$ cat config.mk
export PLATFORM = sky130hd
export DESIGN_NAME = eivs_top
export DESIGN_NICKNAME = d
export VERILOG_FILES = /design/src/pkg/eivs_pkg.sv /design/src/rtl/eivs_detect.sv /design/src/rtl/eivs_top.sv
export VERILOG_INCLUDE_DIRS = /design/src /design/src/pkg
export SDC_FILE = /design/constraint.sdc
export NUM_CORES = 1
export LEC_CHECK = 0
export ABC_AREA = 1
export ABC_CLOCK_PERIOD_IN_PS = 3000
export BUFFER_PORTS_ARGS = -buffer_cell sky130_fd_sc_hd__buf_4
export CAP_MARGIN = 20
export CORE_MARGIN = 2
export CORE_UTILIZATION = 50
export DETAILED_ROUTE_END_ITERATION = 8
export PLACE_DENSITY_LB_ADDON = 0.3
export SYNTH_ARGS = -nofsm -noshare
export SYNTH_HDL_FRONTEND = slang
export SYNTH_SLANG_ARGS = --single-unit
$ cat constraint.sdc
create_clock -name clk_sys -period 3 [get_ports clk_sys]
set_input_delay 0.3 -clock clk_sys [delete_from_list [all_inputs] [get_ports clk_sys]]
set_output_delay 0.3 -clock clk_sys [all_outputs]
set_load 0.01 [all_outputs]
$ cat src/pkg/eivs_regs.svh
// register offsets, field positions, reset values and timing counts of the interrupt block
`ifndef EIVS_REGS_SVH
`define EIVS_REGS_SVH

// i/o space offsets
`define EIVS_OFS_CSR          6'h34
`define EIVS_OFS_SENSE        6'h35
`define EIVS_OFS_FLAG         6'h3A
`define EIVS_OFS_GIC          6'h3B

// control_status_sense fields
`define EIVS_BIT_SENSE_TWO    6
// sense_control fields
`define EIVS_BIT_SENSE_ONE    2
`define EIVS_BIT_SENSE_ZERO   0
// general_irq_control fields
`define EIVS_BIT_EN_ONE       7
`define EIVS_BIT_EN_ZERO      6
`define EIVS_BIT_EN_TWO       5
`define EIVS_BIT_PLACE        1
`define EIVS_BIT_UNLOCK       0

// reset values
`define EIVS_RST_REG          8'h00

// unlock window length in core cycles
`define EIVS_UNLOCK_CYC       3'h4

`endif

$ cat src/pkg/eivs_pkg.sv
// types shared by the interrupt and vector placement block
package eivs_pkg;

  // sense selections for the two full inputs
  typedef enum logic [1:0]
  {
    EIVS_SNS_LOW  = 2'h0,
    EIVS_SNS_ANY  = 2'h1,
    EIVS_SNS_FALL = 2'h2,
    EIVS_SNS_RISE = 2'h3
  } eivs_sense_t;

  // vector change sequence states, gray coded
  typedef enum logic [1:0]
  {
    EIVS_VC_IDLE = 2'h0,
    EIVS_VC_OPEN = 2'h1,
    EIVS_VC_HOLD = 2'h3
  } eivs_vc_t;

  // i/o register port from the core
  typedef struct packed
  {
    logic       wr;
    logic       rd;
    logic [5:0] addr;
    logic [7:0] wdata;
  } eivs_io_t;

endpackage

$ cat src/rtl/eivs_detect.sv
// per pin sampler and edge / level detector
`timescale 1ns/10ps
module eivs_detect
(
  // clock and reset
  input  wire logic       clk_sys,
  input  wire logic       rst,
  // pin and mode
  input  wire logic       pin,
  input  wire logic [1:0] sense,
  // result
  output logic            edge_evt,
  output logic            level_low
);

  logic samp_r;       // sampled pin
  logic samp_nxt;
  logic prev_r;       // previous sample
  logic prev_nxt;

  // sample first, then compare two samples
  always_comb
  begin
    samp_nxt = pin; // see (RL17)
    prev_nxt = samp_r;
  end

  always_ff @(posedge clk_sys)
  begin
    if (rst)
    begin
      samp_r <= 1'b1;
      prev_r <= 1'b1;
    end
    else
    begin
      samp_r <= samp_nxt;
      prev_r <= prev_nxt;
    end
  end

  // decode the mode; the pin direction does not matter here
  always_comb
  begin
    level_low = ~samp_r; // see (RL8)
    case (eivs_pkg::eivs_sense_t'(sense))
      eivs_pkg::EIVS_SNS_ANY:  edge_evt = samp_r ^ prev_r;
      eivs_pkg::EIVS_SNS_FALL: edge_evt = prev_r & ~samp_r;
      eivs_pkg::EIVS_SNS_RISE: edge_evt = ~prev_r & samp_r;
      default:                 edge_evt = 1'b0;
    endcase
  end

endmodule

$ cat src/rtl/eivs_top.sv
// external interrupt detection and vector table placement control
// Functional notes
// (RL1) placement bit picks application or boot vectors
// (RL2) software unlocks then writes placement within four
// (RL3) unlock clears after four cycles or placement write
// (RL4) interrupts blocked from unlock until after next instruction
// (RL5) no placement write: block four cycles only; blocked here for five, the unlock cycle plus the four-cycle window
// (RL6) blocking leaves global enable untouched
// (RL7) boot lock bits block interrupts per section
// (RL8) pin triggers even when driven as output
// (RL9) inputs zero/one edge and level; two edge only
// (RL10) low level keeps requesting while pin low
// (RL11) edges need i/o clock; level wakes sleep
// (RL12) power-down wake samples level twice on watchdog clock
// (RL13) level gone before startup: wake, no interrupt
// (RL14) input one needs global and own enable
// (RL15) input one sense at bits 3:2
// (RL16) input zero sense at bits 1:0
// (RL17) pin sampled before edge detection
// (RL18) source holds low level until instruction ends
// (RL19) input two sense bit: fall zero, rise one
// (RL20) enables at bits 7, 6, 5 for one, zero, two
// (RL21) flags set on event, clear by ack or one
// (RL22) placement write without unlock is ignored
// (RL23) request is detect and enable and global, unblocked
`timescale 1ns/10ps
`include "eivs_regs.svh"
module eivs_top
(
  // clock and reset
  input  wire logic              clk_sys,
  input  wire logic              rst,
  // core i/o register port
  input  wire eivs_pkg::eivs_io_t io,
  output logic [7:0]             io_rdata,
  // core status
  input  wire logic              global_ie,
  input  wire logic              instr_done,
  input  wire logic              exec_in_boot,
  input  wire logic [2:0]        irq_ack,
  // sleep and wake
  input  wire logic              io_clk_on,
  input  wire logic              wdt_tick,
  input  wire logic              startup_done,
  // lock bits
  input  wire logic              app_boot_lock,
  input  wire logic              boot_section_lock,
  // pins
  input  wire logic              ext_irq_zero,
  input  wire logic              ext_irq_one,
  input  wire logic              ext_irq_two,
  // to the core
  output logic [2:0]             irq_req,
  output logic                   vector_placement,
  output logic                   wake_req
);

  // ****************************************************************
  // register state
  // ****************************************************************
  logic [1:0] sense_zero_r, sense_zero_nxt;   // input zero mode
  logic [1:0] sense_one_r,  sense_one_nxt;    // input one mode
  logic       sense_two_r,  sense_two_nxt;    // input two edge
  logic [2:0] en_r, en_nxt;                   // enables {two, one, zero} order below
  logic [2:0] flag_r, flag_nxt;               // edge flags index 0..2
  logic       place_r, place_nxt;             // vector placement
  logic       unlock_r, unlock_nxt;           // change unlock bit
  logic [2:0] ucnt_r, ucnt_nxt;               // unlock countdown
  eivs_pkg::eivs_vc_t vc_r, vc_nxt;           // blocking sequence
  logic [7:0] rdata_r, rdata_nxt;             // read data register
  logic [2:0] req_r, req_nxt;                 // request outputs
  logic       wake_r, wake_nxt;               // wake output
  logic       wsmp_r, wsmp_nxt;               // last watchdog level sample
  logic       wlatch_r, wlatch_nxt;           // wake seen

  // address match, used for every register
  function automatic logic hit(input logic [5:0] ofs);
    hit = io.wr && (io.addr == ofs);
  endfunction

  // ****************************************************************
  // detectors
  // ****************************************************************
  logic [2:0] pins;
  logic [1:0] sns [3];
  logic [2:0] edge_evt;
  logic [2:0] lvl_low;
  logic [2:0] is_level;

  assign pins = {ext_irq_two, ext_irq_one, ext_irq_zero};
  assign sns[0] = sense_zero_r;
  assign sns[1] = sense_one_r;
  // input two only knows falling and rising
  assign sns[2] = sense_two_r ? 2'h3 : 2'h2; // see (RL19) (RL9)

  genvar gi;
  generate
    for (gi = 0; gi < 3; gi++)
    begin : g_det
      eivs_detect u_det
      (
        .clk_sys   (clk_sys),
        .rst       (rst),
        .pin       (pins[gi]),
        .sense     (sns[gi]),
        .edge_evt  (edge_evt[gi]),
        .level_low (lvl_low[gi])
      );
      assign is_level[gi] = (sns[gi] == 2'h0);
    end
  endgenerate

  // ****************************************************************
  // register writes and vector change sequence
  // ****************************************************************
  // the global enable is only read, never written, by the blocking logic
  always_comb
  begin
    logic gw;
    gw = hit(`EIVS_OFS_GIC);
    sense_zero_nxt = sense_zero_r;
    sense_one_nxt  = sense_one_r;
    sense_two_nxt  = sense_two_r;
    en_nxt         = en_r;
    place_nxt      = place_r;
    unlock_nxt     = unlock_r;
    ucnt_nxt       = ucnt_r;
    vc_nxt         = vc_r;
    if (hit(`EIVS_OFS_SENSE))
    begin
      sense_one_nxt  = io.wdata[`EIVS_BIT_SENSE_ONE+:2];   // see (RL15)
      sense_zero_nxt = io.wdata[`EIVS_BIT_SENSE_ZERO+:2];  // see (RL16)
    end
    if (hit(`EIVS_OFS_CSR))
      sense_two_nxt = io.wdata[`EIVS_BIT_SENSE_TWO];
    if (gw)
      en_nxt = {io.wdata[`EIVS_BIT_EN_TWO], io.wdata[`EIVS_BIT_EN_ONE],
                io.wdata[`EIVS_BIT_EN_ZERO]};  // see (RL20)
    // countdown of the open window
    if (unlock_r)
    begin
      if (ucnt_r == 3'h1)
        unlock_nxt = 1'b0;  // see (RL3)
      ucnt_nxt = ucnt_r - 3'h1;
    end
    case (vc_r)
      eivs_pkg::EIVS_VC_IDLE:
      begin
        if (gw && io.wdata[`EIVS_BIT_UNLOCK])
        begin
          unlock_nxt = 1'b1;
          ucnt_nxt   = `EIVS_UNLOCK_CYC;
          vc_nxt     = eivs_pkg::EIVS_VC_OPEN;  // see (RL4)
        end
      end
      eivs_pkg::EIVS_VC_OPEN:
      begin
        if (gw && !io.wdata[`EIVS_BIT_UNLOCK])
        begin
          // placement taken only inside the window
          place_nxt  = io.wdata[`EIVS_BIT_PLACE];  // see (RL2) (RL22)
          unlock_nxt = 1'b0;                       // see (RL3)
          vc_nxt     = eivs_pkg::EIVS_VC_HOLD;
        end
        else if (ucnt_r == 3'h1)
          vc_nxt = eivs_pkg::EIVS_VC_IDLE;         // see (RL5)
      end
      eivs_pkg::EIVS_VC_HOLD:
      begin
        // released after the instruction that follows the write
        if (instr_done)
          vc_nxt = eivs_pkg::EIVS_VC_IDLE;         // see (RL4)
      end
      default:
        vc_nxt = eivs_pkg::EIVS_VC_IDLE;
    endcase
  end

  always_ff @(posedge clk_sys)
  begin
    if (rst)
    begin
      sense_zero_r <= 2'h0;
      sense_one_r  <= 2'h0;
      sense_two_r  <= 1'b0;
      en_r         <= 3'h0;
      place_r      <= 1'b0;
      unlock_r     <= 1'b0;
      ucnt_r       <= 3'h0;
      vc_r         <= eivs_pkg::EIVS_VC_IDLE;
    end
    else
    begin
      sense_zero_r <= sense_zero_nxt;
      sense_one_r  <= sense_one_nxt;
      sense_two_r  <= sense_two_nxt;
      en_r         <= en_nxt;
      place_r      <= place_nxt;
      unlock_r     <= unlock_nxt;
      ucnt_r       <= ucnt_nxt;
      vc_r         <= vc_nxt;
    end
  end

  // ****************************************************************
  // flags, requests and wake
  // ****************************************************************
  logic blocked;
  // blocked in the unlock cycle itself as well as the window
  assign blocked = (vc_r != eivs_pkg::EIVS_VC_IDLE)
                 || (hit(`EIVS_OFS_GIC) && io.wdata[`EIVS_BIT_UNLOCK]
                     && vc_r == eivs_pkg::EIVS_VC_IDLE)          // see (RL4)
                 || (place_r && app_boot_lock && !exec_in_boot)  // see (RL7)
                 || (!place_r && boot_section_lock && exec_in_boot);

  always_comb
  begin
    logic [2:0] clr;
    logic       lvl_any;  // an enabled input in level mode sees a low
    logic       wset;     // second watchdog sample confirms the level
    clr = irq_ack | (hit(`EIVS_OFS_FLAG) ?
          {io.wdata[`EIVS_BIT_EN_TWO], io.wdata[`EIVS_BIT_EN_ONE],
           io.wdata[`EIVS_BIT_EN_ZERO]} : 3'h0);
    lvl_any = |(lvl_low & is_level & en_r);
    wset    = wdt_tick && wsmp_r && lvl_any;
    for (int i = 0; i < 3; i++)
    begin
      // edges need the i/o clock; a new event wins over a clear
      if (is_level[i])
        flag_nxt[i] = 1'b0;                                   // see (RL21)
      else if (edge_evt[i] && io_clk_on)
        flag_nxt[i] = 1'b1;                                   // see (RL11) (RL21)
      else if (clr[i])
        flag_nxt[i] = 1'b0;
      else
        flag_nxt[i] = flag_r[i];
      // level keeps asking while low; gated by own and global enable
      req_nxt[i] = (is_level[i] ? lvl_low[i] : flag_r[i])     // see (RL10)
                   && en_r[i] && global_ie && !blocked;       // see (RL14) (RL23) (RL6)
    end
    // power-down wake: one watchdog sample is remembered, the next confirms it;
    // a glitch shorter than a watchdog period therefore cannot wake the part
    wsmp_nxt = wsmp_r;
    if (wdt_tick)
      wsmp_nxt = lvl_any;
    else if (startup_done)
      wsmp_nxt = 1'b0;
    // a confirmed wake stands to the end of start-up even if the level is gone
    wlatch_nxt = wlatch_r;
    if (wset)
      wlatch_nxt = 1'b1;                                      // see (RL12)
    else if (startup_done)
      wlatch_nxt = 1'b0;                                      // see (RL13)
    wake_nxt = wlatch_nxt;                                    // see (RL11) (RL13)
  end

  always_ff @(posedge clk_sys)
  begin
    if (rst)
    begin
      flag_r   <= 3'h0;
      req_r    <= 3'h0;
      wsmp_r   <= 1'b0;
      wlatch_r <= 1'b0;
      wake_r   <= 1'b0;
    end
    else
    begin
      flag_r   <= flag_nxt;
      req_r    <= req_nxt;
      wsmp_r   <= wsmp_nxt;
      wlatch_r <= wlatch_nxt;
      wake_r   <= wake_nxt;
    end
  end

  // ****************************************************************
  // read back
  // ****************************************************************
  always_comb
  begin
    rdata_nxt = rdata_r;
    if (io.rd)
    begin
      rdata_nxt = `EIVS_RST_REG;
      case (io.addr)
        `EIVS_OFS_CSR:   rdata_nxt[`EIVS_BIT_SENSE_TWO] = sense_two_r;
        `EIVS_OFS_SENSE: rdata_nxt[3:0] = {sense_one_r, sense_zero_r};
        `EIVS_OFS_FLAG:  rdata_nxt[7:5] = {flag_r[1], flag_r[0], flag_r[2]};
        `EIVS_OFS_GIC:   rdata_nxt = {en_r[1], en_r[0], en_r[2], 3'h0, place_r, unlock_r};
        default:         rdata_nxt = `EIVS_RST_REG;
      endcase
    end
  end

  always_ff @(posedge clk_sys)
  begin
    if (rst)
      rdata_r <= `EIVS_RST_REG;
    else
      rdata_r <= rdata_nxt;
  end

  assign io_rdata         = rdata_r;
  assign irq_req          = req_r;
  assign vector_placement = place_r;  // see (RL1)
  assign wake_req         = wake_r;

endmodule

Yosys cells after proc, flatten, opt, wreduce, memory -nomap -nowiden
Cells that the tools add are included.

operators by class
  $add $sub $neg = 1
  equality and inequality tests = 19
  multiplexer cells = 34
  bitwise gates (word level) = 18
  reductions and logical operators = 48

operators with widths
  operator            count
  $logic_and 1x1->1   25
  $eq 6x6->1 const B  4
  $mux 1              17
  $eq 2x2->1 const B  7
  $mux 3              4
  $pmux 1 s3          4
  $reduce_bool 2->1   6
  $eq 2x1->1 const B  4
  $logic_not 2->1     4
  $mux 2              4
  $pmux 4 s2          1
  $and 1x1->1         6
  $and 3x3->3         2
  $not 1->1           6
  $pmux 1 s2          3
  $pmux 2 s3          1
  $reduce_or 2->1     3
  $logic_not 1->1     4
  $ne 2x2->1 const B  2
  $eq 3x1->1 const B  1
  $logic_or 1x1->1    3
  $ne 3x3->1 const B  1
  $or 3x3->3          1
  $reduce_and 3->1    1
  4 further kinds     6

storage, ports and cells
  register bits = 36
  input bits = 32
  output and inout bits = 13
  word-level logic and storage cells = 141

Logic depth before layout (Yosys ltp)
  depth in word-level cells = 9
  depth in mapped cells = 9
  depth with buffers taken out = 9

Modules after synthesis
A second synthesis with hierarchy kept.

unflattened totals
  cells, all modules = 252
  area total of the unflattened synthesis = 1,800.5 µm²

by module, submodules not included
  module       instances  cells an instance  area each (µm²)  seq. area each (µm²)
  eivs_top     1          207                1,451.4          600.6
  eivs_detect  3          15                 116.4            40.0

Least setup slack after synthesis
OpenSTA, ideal clock, no wires.

  kind = input to register
  start = input port io[10] in the netlist's numbering
  end = register sense_one_r[0]
  setup time = 0.120 ns
  data arrival time = 1.040 ns
  required time = 2.880 ns
  path slack = 1.841 ns
  cell stages on the path = 6
  path buffers = 0
  cell sequence = inv_1 -> or2_1 -> nor3_2 -> nand2_2 -> o21ai_0 -> a21oi_1

on the way
  longest elaborated chain between the ends = 2

RTL lines
  element               line             text
  from (decl)           eivs_top.sv:34   input wire eivs_pkg::eivs_io_t io,
  $eq 6x6->1            eivs_top.sv:78   hit = io.wr && (io.addr == ofs);
  $logic_and 1x1->1     eivs_top.sv:78
  to (signal assigned)  eivs_top.sv:195  sense_one_r <= sense_one_nxt;
  to (decl)             eivs_top.sv:62   logic [1:0] sense_one_r, sense_one_nxt;

Every way passes these cells.
A chain may end at the register's enable or synchronous reset.

Worst setup path after layout
  start = register place_r, in the netlist vector_placement
  end = output port vector_placement

RTL lines
  element                 line             text
  from (decl)             eivs_top.sv:66   logic place_r, place_nxt;
  from (signal assigned)  eivs_top.sv:198  place_r <= place_nxt;
  to (decl)               eivs_top.sv:54   output logic vector_placement,

No word-level cell between the ends.

==> qor.yml <==
place_congestion: 0.801
insertion_delay_ns: 0.35
vias_per_cell: 4.87
final_cell_mix: "nand2_1 (45), buf_4 (42), dfxtp_1 (36)"
tightest_slew_ns: 0.612
drv_cap: 0
worstSetupStartpointType: "flip-flop"
final_antenna_net_count: 0
critPathMaxStageDelay_ns: 0.43
cts_tree: "yes"
netlist_area_um2: 1690
finalCritPeriodShare: 0.411
ys_warn_count: 0
clock-sinks: 36
p_leak_nw: 0.998
hold_viol: 0
synth_xor_xnor_area_share: 0.0103
peakVddDrop_uv: 320
grt_max_degree: 23
timing.fmax_ghz: 0.810
finalWirelength_um: 3690
cts_buffer_depth: 2
synth-adder-area-share: 0.0443
row_count: 21
syn_nets: 273
synthMuxAreaShare: 0
hold_class: "input pin to flip-flop"
syn_inst: 235
cts_buffers: 5
chipHeight_um: 62.2
wire_per_inst_um: 11.3
grt_pass1_wl_um: 6480
grt_overflow: 0
grt_setup_unrepaired: "no"
clkTransAtPathRegs_ns: 0.11
cts_root_buf: "clkbuf_4"
critPathMaxFanout: 5
dr.first_iter.drc_count: 55
antenna_cells: 0
required_ns: 2.70
drive_above_1_share: 0.229
final_common_cell: "nand2_1"
grt_util_all_layers: 0.211
crit_path_cell_trace: "buf_4"
core_area_um2: 3280
worst-r2r-cell-count: 7
cp.buffers_inverters: 1
port_buffers: 42
synth-seq-cells: 36
htree_levels: 2
critical_path.top_delay_family: "flip-flops"
cts_setup_buffers: 0
slew_violations: 0
status: "complete, no violations"
cp.depth: 1
die_w_um: 62.2
max_slew_margin: 0.591
antenna_found_initial: 0
ys_seq_area_frac: 0.425
start_util: 0.516
syn_to_final_growth_pct: 25.2
cpMaxStageDelayCell: "dfxtp_1"
hold_buffers: 0
path_class: "flip-flop to output pin"
drc: 0
end_kind: "output pin"
nets: 317
synth_compound_area_frac: 0.131
critPathArrivalTime_ns: 0.93
synth_top_family_by_area: "simple AND/OR/NAND/NOR gates"
ios: 45
setup_viol: 0
fin_skew_ns: 0.00648
fin_tns_setup_ns: 0
dieArea_um2: 3870
ys_types: 25
min_period_ns: 1.23
post-route-util: 0.646
via_count: 1589
dp_hpwl_um: 2760
min_path_cells: 2
avgSynthCellArea_um2: 7.21
cts_resized: 0
synth-simple-area-share: 0.292
grt_pass1_vias: 1461
firstDrtPassIters: 4
power_w: 0.000928
p_per_area_nw_per_um2: 437
stage by stage:
stage | hold WS (ns) | instances | setup slack (ns) | instance area, µm²
after global routing | 0.114 | 326 | 1.70 | 2120
after detailed placement | 0.430 | 318 | 1.60 | 2040
after global placement | 0.417 | 318 | 1.63 | 2040
after CTS | 0.120 | 326 | 1.77 | 2120
after floorplan | 0.400 | 235 | 1.84 | 1690
final | 0.124 | 326 | 1.77 | 2120
cell families after synthesis:
kind of cell / count (synthesis)
adders and majority gates: 6
buffers and inverters: 42
xor gates and xnor gates: 2
and+or+nand+nor: 105
DFF: 36
other: 1
AOI/OAI and AO/OA: 43
worst paths after layout:
check                                     startpoint                            endpoint  slack (ns)
setup reg to reg                vc_r[0]$_SDFFE_PP0P_                vc_r[0]$_SDFFE_PP0P_        1.82
hold reg to reg   g_det[2].u_det.prev_nxt$_SDFF_PP1_    g_det[2].u_det.prev_r$_SDFF_PP1_        0.46
setup / recovery       vector_placement$_SDFFE_PP0P_                    vector_placement        1.77
hold / removal                           ext_irq_two  g_det[2].u_det.prev_nxt$_SDFF_PP1_        0.12
final cells by class:
type | count | area, µm²
Clock buffer | 6 | 41.3
Clock inverter | 2 | 35.0
Fill cell | 305 | 1160
Inverter | 37 | 139
Multi-Input combinational cell | 157 | 812
Sequential cell | 36 | 721
Tap cell | 46 | 57.6
Timing Repair Buffer | 42 | 315
routing by layer:
layer  track usage  wire length, µm  up-vias
met2         0.322             1670       41
met4         0.100               74        0
met5             0                0        -
met1         0.282             1750      706
met3        0.0525              194        7
li1              -                -      835
state kept, by name (all words and copies together) (netlist names):
register	count
io_rdata	7
en_r	3
flag_r	3
g_det.u_det.prev_nxt	3
g_det.u_det.prev_r	3
irq_req	3
ucnt_r	3
sense_one_r	2
sense_zero_r	2
vc_r	2
sense_two_r	1
unlock_r	1
vector_placement	1
wlatch_r	1
wsmp_r	1
synth_stat cells (all sizes together):
| cell | n | area share |
|---|---|---|
| nand4 | 1 | 0.0037 |
| buf | 1 | 0.0044 |
| nand2 | 46 | 0.10 |
| xor2 | 2 | 0.010 |
| nor3 | 1 | 0.0059 |
| a21oi | 21 | 0.062 |
| dfxtp | 36 | 0.43 |
| inv | 37 | 0.082 |
| nand3 | 23 | 0.077 |
| o22ai | 1 | 0.0037 |
| clkbuf | 4 | 0.0089 |
| nand3b | 4 | 0.018 |
| o21ai | 19 | 0.056 |
| or2 | 5 | 0.018 |
| ha | 6 | 0.044 |
| nor2 | 25 | 0.066 |
| o211ai | 2 | 0.0089 |
| conb | 1 | 0.0022 |
power breakdown:
part           total (W)  switching [W]  internal (W)
Sequential      0.000494     0.00000562      0.000488
Combinational  0.0000939      0.0000468     0.0000471
Clock           0.000340       0.000166      0.000175
Total           0.000928       0.000218      0.000710
Power figures use the tool's default switching activity.
